===== src/verilog/fdm_pkg.sv =====
// constants and carrier types for the flash disk mode host controller
// assumes a 50 MHz system clock and an SRAM-like device port
package fdm_pkg;
  localparam int ADDR_W = 13;
  localparam int DATA_W = 16;
  // device window offsets of the mode registers
  localparam logic [12:0] OFS_CTRL = 13'h1006;
  localparam logic [12:0] OFS_CONFIRM = 13'h1076;
  localparam logic [12:0] OFS_WAKE = 13'h1FFF;
  // control register encodings; this host writes only the normal and power-down ones
  localparam logic [1:0] MODE_RESET = 2'h0;
  localparam logic [1:0] MODE_NORMAL = 2'h1;
  localparam logic [1:0] MODE_PDOWN = 2'h2;
  localparam logic [7:0] CTRL_FIELD_SHIFT = 8'h00;
  // wake-up: three dummy reads, then one settle read
  localparam logic [2:0] WAKE_READS = 3'h3;
  // strobe timing
  localparam int CLK_MHZ = 50;
  localparam int STROBE_NS = 100;
  localparam int STROBE_CYC = (STROBE_NS * CLK_MHZ + 999) / 1000;
  localparam int RST_PULSE_NS = 1000;
  localparam int RST_PULSE_CYC = (RST_PULSE_NS * CLK_MHZ + 999) / 1000;

  typedef enum logic [1:0] {
    FDM_CMD_NONE,
    FDM_CMD_NORMAL,
    FDM_CMD_PDOWN,
    FDM_CMD_HWRESET
  } fdm_cmd_t;

  // one host bus cycle toward the device
  typedef struct packed {
    logic ce_n;
    logic we_n;
    logic oe_n;
    logic upper_byte_enable_n;
    logic [ADDR_W-1:0] addr;
  } fdm_bus_t;
endpackage


===== src/verilog/fdm_host.sv =====
// host-side controller that drives the flash disk mode sequences
// assumes the device pins are on the board; busy_n is asynchronous
`timescale 1ns/1ps
module fdm_host
  import fdm_pkg::*;
(
  // clock and reset
  input wire logic sys_clk,
  input wire logic rst,
  // user command port
  input wire fdm_cmd_t cmd,
  input wire logic cmd_valid,
  output logic cmd_ready,
  output logic [1:0] mode_seen,
  // device pins
  output fdm_bus_t bus,
  output logic [DATA_W-1:0] data_out,
  output logic data_oe,
  input wire logic [DATA_W-1:0] data_in,
  output logic hw_reset_in_n,
  input wire logic busy_n
);
  typedef enum logic [3:0] {
    ST_IDLE, ST_WR_CTRL, ST_WR_CONF, ST_WAKE_RD, ST_SETTLE_RD,
    ST_RST_PULSE, ST_WAIT_BUSY, ST_GAP
  } fdm_state_t;

  fdm_state_t state_ff, nxt_state;
  fdm_bus_t bus_ff, nxt_bus;
  logic [DATA_W-1:0] dout_ff, nxt_dout;
  logic doe_ff, nxt_doe;
  logic rstn_ff, nxt_rstn;
  logic [1:0] mode_ff, nxt_mode;
  logic [1:0] target_ff, nxt_target;
  logic [7:0] tmr_ff, nxt_tmr;
  logic [2:0] wake_ff, nxt_wake;
  logic busy_s1_ff, busy_s2_ff;
  logic [DATA_W-1:0] rdata_ff;
  logic cmd_ready_ff;

  // idle bus: all strobes negated, nothing driven
  function automatic fdm_bus_t idle_bus();
    fdm_bus_t b;
    b.ce_n = 1'b1;
    b.we_n = 1'b1;
    b.oe_n = 1'b1;
    b.upper_byte_enable_n = 1'b1;
    b.addr = '0;
    return b;
  endfunction

  // one strobe cycle; write asserts ce and we, read asserts ce and oe
  function automatic fdm_bus_t strobe(input logic [12:0] a, input logic wr);
    fdm_bus_t b;
    b.ce_n = 1'b0;
    b.we_n = ~wr;
    b.oe_n = wr;
    b.upper_byte_enable_n = 1'b0;
    b.addr = a;
    return b;
  endfunction

  // two-flop synchroniser on the asynchronous busy pin
  always_ff @(posedge sys_clk or posedge rst) begin
    if (rst) begin
      busy_s1_ff <= 1'b0;
      busy_s2_ff <= 1'b0;
    end else begin
      busy_s1_ff <= busy_n;
      busy_s2_ff <= busy_s1_ff;
    end
  end

  // captured read data; wake and settle reads are discarded anyway
  always_ff @(posedge sys_clk or posedge rst) begin
    if (rst) begin
      rdata_ff <= 16'h0000;
    end else if (!bus_ff.oe_n && tmr_ff == 8'h01) begin
      rdata_ff <= data_in;
    end
  end

  // sequencing
  always_comb begin
    nxt_state = state_ff;
    nxt_bus = bus_ff;
    nxt_dout = dout_ff;
    nxt_doe = doe_ff;
    nxt_rstn = rstn_ff;
    nxt_mode = mode_ff;
    nxt_target = target_ff;
    nxt_tmr = tmr_ff;
    nxt_wake = wake_ff;
    if (tmr_ff != 8'h00) begin
      nxt_tmr = tmr_ff - 8'h01;
    end
    case (state_ff)
      ST_IDLE: begin
        nxt_bus = idle_bus();
        nxt_doe = 1'b0;
        if (cmd_valid) begin
          case (cmd)
            FDM_CMD_NORMAL: begin
              nxt_target = MODE_NORMAL;
              nxt_state = (mode_ff == MODE_PDOWN) ? ST_WAKE_RD : ST_WR_CTRL;
              nxt_wake = 3'h0;
            end
            FDM_CMD_PDOWN: begin
              // power-down entry only from normal mode
              if (mode_ff == MODE_NORMAL) begin
                nxt_target = MODE_PDOWN;
                nxt_state = ST_WR_CTRL;
              end
            end
            FDM_CMD_HWRESET: begin
              nxt_state = ST_RST_PULSE;
              nxt_tmr = 8'(RST_PULSE_CYC);
              nxt_rstn = 1'b0;
              nxt_wake = 3'h0;
            end
            default: begin
              nxt_state = ST_IDLE;
            end
          endcase
          if (cmd == FDM_CMD_NORMAL && mode_ff != MODE_PDOWN) begin
            nxt_bus = strobe(OFS_CTRL, 1'b1);
            nxt_dout = {14'h0000, MODE_NORMAL};
            nxt_doe = 1'b1;
            nxt_tmr = 8'(STROBE_CYC);
          end else if (cmd == FDM_CMD_PDOWN && mode_ff == MODE_NORMAL) begin
            nxt_bus = strobe(OFS_CTRL, 1'b1);
            nxt_dout = {14'h0000, MODE_PDOWN};
            nxt_doe = 1'b1;
            nxt_tmr = 8'(STROBE_CYC);
          end else if (cmd == FDM_CMD_NORMAL) begin
            nxt_bus = strobe(OFS_WAKE, 1'b0);
            nxt_tmr = 8'(STROBE_CYC);
          end
        end
      end
      ST_WR_CTRL: begin
        // the write strobe must fall between the two writes, otherwise the
        // device sees one long cycle and never takes the confirmation
        if (tmr_ff == 8'h00) begin
          if (!bus_ff.ce_n) begin
            nxt_bus = idle_bus();
            nxt_doe = 1'b0;
            nxt_tmr = 8'(STROBE_CYC);
          end else begin
            // confirmation write carries the complement of the mode
            nxt_bus = strobe(OFS_CONFIRM, 1'b1);
            nxt_dout = {14'h3FFF, ~target_ff};
            nxt_doe = 1'b1;
            nxt_tmr = 8'(STROBE_CYC);
            nxt_state = ST_WR_CONF;
          end
        end
      end
      ST_WR_CONF: begin
        if (tmr_ff == 8'h00) begin
          nxt_bus = idle_bus();
          nxt_doe = 1'b0;
          nxt_mode = target_ff;
          nxt_tmr = 8'(STROBE_CYC);
          nxt_state = ST_GAP;
        end
      end
      ST_WAKE_RD: begin
        // strobes are counted, data and address never matter
        if (tmr_ff == 8'h00) begin
          if (bus_ff.ce_n) begin
            nxt_bus = strobe(OFS_WAKE, 1'b0);
            nxt_tmr = 8'(STROBE_CYC);
          end else begin
            nxt_bus = idle_bus();
            nxt_tmr = 8'(STROBE_CYC);
            nxt_wake = wake_ff + 3'h1;
            if (wake_ff + 3'h1 == WAKE_READS) begin
              nxt_state = ST_SETTLE_RD;
            end
          end
        end
      end
      ST_SETTLE_RD: begin
        if (tmr_ff == 8'h00) begin
          if (bus_ff.ce_n) begin
            nxt_bus = strobe(OFS_WAKE, 1'b0);
            nxt_tmr = 8'(STROBE_CYC);
          end else begin
            nxt_bus = idle_bus();
            nxt_mode = MODE_NORMAL;
            nxt_tmr = 8'(STROBE_CYC);
            nxt_state = ST_GAP;
          end
        end
      end
      ST_RST_PULSE: begin
        if (tmr_ff == 8'h00) begin
          nxt_rstn = 1'b1;
          nxt_state = ST_WAIT_BUSY;
        end
      end
      ST_WAIT_BUSY: begin
        // device holds busy while its copier loads boot code
        if (busy_s2_ff) begin
          nxt_mode = MODE_RESET;
          nxt_state = ST_IDLE;
        end
      end
      ST_GAP: begin
        if (tmr_ff == 8'h00) begin
          nxt_state = ST_IDLE;
        end
      end
      default: begin
        nxt_state = ST_IDLE;
      end
    endcase
  end

  // state registers; after reset the device is assumed in reset mode
  always_ff @(posedge sys_clk or posedge rst) begin
    if (rst) begin
      state_ff <= ST_IDLE;
      bus_ff <= '{ce_n: 1'b1, we_n: 1'b1, oe_n: 1'b1,
                  upper_byte_enable_n: 1'b1, addr: 13'h0000};
      dout_ff <= 16'h0000;
      doe_ff <= 1'b0;
      rstn_ff <= 1'b1;
      mode_ff <= MODE_RESET;
      target_ff <= MODE_RESET;
      tmr_ff <= 8'h00;
      wake_ff <= 3'h0;
    end else begin
      state_ff <= nxt_state;
      bus_ff <= nxt_bus;
      dout_ff <= nxt_dout;
      doe_ff <= nxt_doe;
      rstn_ff <= nxt_rstn;
      mode_ff <= nxt_mode;
      target_ff <= nxt_target;
      tmr_ff <= nxt_tmr;
      wake_ff <= nxt_wake;
    end
  end

  // ready only while idle so a command is never dropped
  always_ff @(posedge sys_clk or posedge rst) begin
    if (rst) begin
      cmd_ready_ff <= 1'b0;
    end else begin
      cmd_ready_ff <= (nxt_state == ST_IDLE);
    end
  end

  assign cmd_ready = cmd_ready_ff;
  assign bus = bus_ff;
  assign data_out = dout_ff;
  assign data_oe = doe_ff;
  assign hw_reset_in_n = rstn_ff;
  assign mode_seen = mode_ff;
endmodule


===== config.mk =====
export PLATFORM = sky130hd
export DESIGN_NAME = fdm_host
export DESIGN_NICKNAME = d
export VERILOG_FILES = /design/src/verilog/fdm_pkg.sv /design/src/verilog/fdm_host.sv
export SDC_FILE = /design/constraint.sdc
export NUM_CORES = 1
export LEC_CHECK = 0
export BUFFER_PORTS_ARGS = -buffer_cell sky130_fd_sc_hd__buf_4
export CAP_MARGIN = 15
export CORE_MARGIN = 8
export CORE_UTILIZATION = 47
export DETAILED_ROUTE_END_ITERATION = 8
export HOLD_SLACK_MARGIN = 0.08
export PLACE_DENSITY = 0.69
export SYNTH_ARGS = -nofsm -noshare
export SYNTH_HDL_FRONTEND = slang
export SYNTH_SLANG_ARGS = --single-unit

===== constraint.sdc =====
create_clock -name sys_clk -period 5.41 [get_ports sys_clk]
set_input_delay 0.541 -clock sys_clk [delete_from_list [all_inputs] [get_ports sys_clk]]
set_output_delay 0.541 -clock sys_clk [all_outputs]
set_load 0.05 [all_outputs]

==> flow_summary_export.csv <==
group,metric,value,unit
run_status,status,"finished clean",
finish,fill_cells,436,
placed_design,portBuffers,43,
grt,grt_pass1_wl,8.28,mm
clock_tree,root_buffer,"clkbuf_8",
worst_setup_path,crit_end,"data_out[1]$_DFFE_PP0P_",
synthesis,ys_seq_area_frac,0.380,
worst_setup_path,max_stage_delay,0.59,ns
synthesis,synth-xor-area-share,0.0240,
placed_design,hpwl,3.61,mm
routing,wl_per_cell,15.7,um
synthesis,synthSimpleGateAreaFrac,0.218,
clock_tree,clk_latency,0.29,ns
routing,routed_wl,4.90,mm
pwr,power.total,1.66,mW
routing,drc,0,
worst_setup_path,timing.rr.end,"data_out[1]$_DFFE_PP0P_",
clock_tree,post_cts_buffers,0,
pwr,power_frac_clock,0.115,
placed_design,place_area,2360,um2
finish,areaGrowthSynthToFinish,12.0,%
die,core-area,4600,um2
synthesis,yosysWarnings,0,
routing,drt-vias-per-instance,5.52,
timing,setup_viol,0,
finish,multi_input_area,1080,um2
synthesis,avgSynthCellArea,9.11,um2
pwr,leakagePower,1.14,nW
die,rows,25,
synthesis,synth_ff_type,"dfrtp_1",
grt,antenna_found_initial,0,
finish,antennaDiodeCount,0,
timing,rsz0062_at_grt,"false",
worst_setup_path,worstPathCellList,"inv_1, ha_1, or3b_2, o21ai_2, a31oi_2, or2_4, mux2_4",
synthesis,async_flop_share,1.00,
die,initial_utilization,0.475,
finish,final_common_cell,"buf_4",
finish,drive_gt1_frac,0.267,
pwr,peakVddDrop,350,uV
clock_tree,clk_pin_slew_worst_paths,0.07,ns
worst_setup_path,crit_path_start,"tmr_ff[1]$_DFF_PP0_",
worst_setup_path,cp_slowest_cell,"or3b_2",
routing,drtIter0Drc,60,
synthesis,synth_mux_area_frac,0.0492,
pwr,pwr-share-seq,0.269,
finish,final_core_util,0.532,
synthesis,ys_seq_elements,33,
worst_setup_path,crit_arrival,2.60,ns
timing,max-slew-margin-rel,0.586,
grt,grtUsageTotal,0.141,
clock_tree,cts_sinks,33,
synthesis,synthDistinctLibCells,59,
synthesis,yosys.area.top_type,"dfrtp_1",
routing,ant_nets,0,
clock_tree,ctsHoldBuffers,0,
run,cap_violations,0,
synthesis,syn_nets,267,
pwr,p_int,0.751,mW
timing,final.setup.tns,0,ns
timing,fmax,414,MHz
pwr,power.share.switching,0.547,
die,die_area,7090,um2
pwr,pwr-share-comb,0.616,
finish,fin_area,2450,um2
synthesis,synth_top_family_by_area,"simple AND/OR/NAND/NOR gates",
finish,final-seq-area,831,um2
routing,drt_pass1_iterations,4,
synthesis,synth_compound_area_frac,0.175,
synthesis,synthTopCellsByArea,"dfrtp_1 33%, buf_4 8.2%, dfstp_2 4.8%, nand2_1 2.9%, ha_1 2.9%",
placed_design,dp_cells,304,
clock_tree,cts_resized,0,
worst_setup_path,startpoint_type,"flop",
timing,slew_violations,0,
worst_setup_path,path_max_fanout,10,
timing,fin_skew,0.00518,ns
pwr,p_per_area,677,nW/um2
hold_path,hold_class,"in -> async",
clock_tree,cts_tree,"yes",
die,io_pins,60,
timing,min_period,2.42,ns
timing,hold_viol_final,0,
pwr,p_switching,0.906,mW
die,die_w,84.2,um
finish,stdcell_count,312,
worst_setup_path,rrSetupSlack,2.99,ns
worst_setup_path,r2r_start,"tmr_ff[1]$_DFF_PP0_",
synthesis,synth_edf_count,0,
worst_setup_path,required,5.59,ns
finish,layout.nets,284,
synthesis,synthesis.area,2190,um2
clock_tree,htree_levels,2,
worst_setup_path,reg2regPathDepth,7,
worst_setup_path,cp-end-kind,"flop",
clock_tree,clockBufferDepth,2,
routing,vias,1722,
synthesis,synth.top_cell.area_share,0.332,
worst_setup_path,critPathKind,"reg -> reg",
grt,grt_max_degree,34,
timing,fin_crit_sh,0.447,
timing,worst_pin_slew,0.619,ns
grt,grt_pass1_vias,1731,
clock_tree,cts_buffers,5,
placed_design,gp_congestion,0.885,
synthesis,syn_inst,240,
die,die_height,84.2,um
finish,layout_common_cells,"44 x buf_4, 29 x dfrtp_1, 17 x nand2_1",
grt,grt_remaining_overflow,0,
synthesis,synth_adder_area_share,0.0286,
==> per-layer routing <==
metal  track usage  routed length [um]  share of wire
met1         0.168                2200           0.45
met2         0.228                2310           0.47
met3        0.0455                 319          0.065
met4        0.0565                  66          0.013
met5             0                   0              0
==> layout make-up <==
type	count	share of cell area
Clock buffer	8	0.0368
Inverter	12	0.0184
Timing Repair Buffer	44	0.135
Multi-Input combinational cell	161	0.443
Sequential cell	33	0.339
Tap cell	54	0.0276
==> critical path: cells and delay by family (launching register included) <==
family	cells	cell delay (ns)
multiplexers	1	0.30
AO/OA/AOI/OAI	2	0.39
AND/OR/NAND/NOR	2	0.92
buffers and inverters	1	0.12
flip-flops	1	0.43
adder cells (fa/ha/maj)	1	0.14
==> cells by family after synthesis <==
family / after synthesis
xor gates and xnor gates: 6
DFF: 33
other: 1
buffers and inverters: 46
muxes: 9
adders and majority gates: 5
and+or+nand+nor: 82
AOI/OAI and AO/OA: 58
==> synthesized netlist by cell type (all sizes together), types with 5 or more instances <==
cell type,count
a21oi,13
buf,27
clkbuf,7
dfrtp,29
ha,5
inv,12
mux2,5
nand2,17
nand2b,5
nand3,7
nor2,17
nor2b,8
nor3,5
o21ai,19
==> power by group through the flow <==
stage	clock (mW)	sequential, mW	combinational (mW)
floorplan	0	0.555	0.765
global placement	0	0.442	1.02
detailed placement	0	0.448	1.03
CTS	0.195	0.444	1.03
global route	0.206	0.460	1.08
finish	0.191	0.445	1.02
==> metrics by stage <==
| step | hold slack, ns | setup slack [ns] |
|---|---|---|
| 2_1_floorplan | 0.331 | 3.17 |
| 3_3_place_gp | 0.341 | 3.01 |
| 3_5_place_dp | 0.346 | 3.01 |
| 4_1_cts | 0.349 | 2.99 |
| 5_1_grt | 0.346 | 2.87 |
| 6_report | 0.333 | 2.99 |
==> registers in the layout, summed over array words and instances (netlist names) <==
register	flops
tmr_ff	8
bus	6
state_ff	4
data_out	3
wake_ff	3
mode_seen	2
target_ff	2
busy_s1_ff	1
busy_s2_ff	1
cmd_ready	1
data_oe	1
hw_reset_in_n	1
==> how the worst min path moves through the flow <==
stage / end / slack (ns) / depth (start not counted)
2_1_floorplan: busy_s2_ff$_DFF_PP0_ / 0.33 / 0
3_3_place_gp: busy_s2_ff$_DFF_PP0_ / 0.34 / 0
3_5_place_dp: busy_s2_ff$_DFF_PP0_ / 0.35 / 0
4_1_cts: bus[11]$_DFFE_PP0P_ / 0.35 / 3
5_1_grt: busy_s1_ff$_DFF_PP0_ / 0.35 / 1
6_report: bus[11]$_DFFE_PP0P_ / 0.33 / 3
Note: power is estimated with default switching activity, not from simulation.
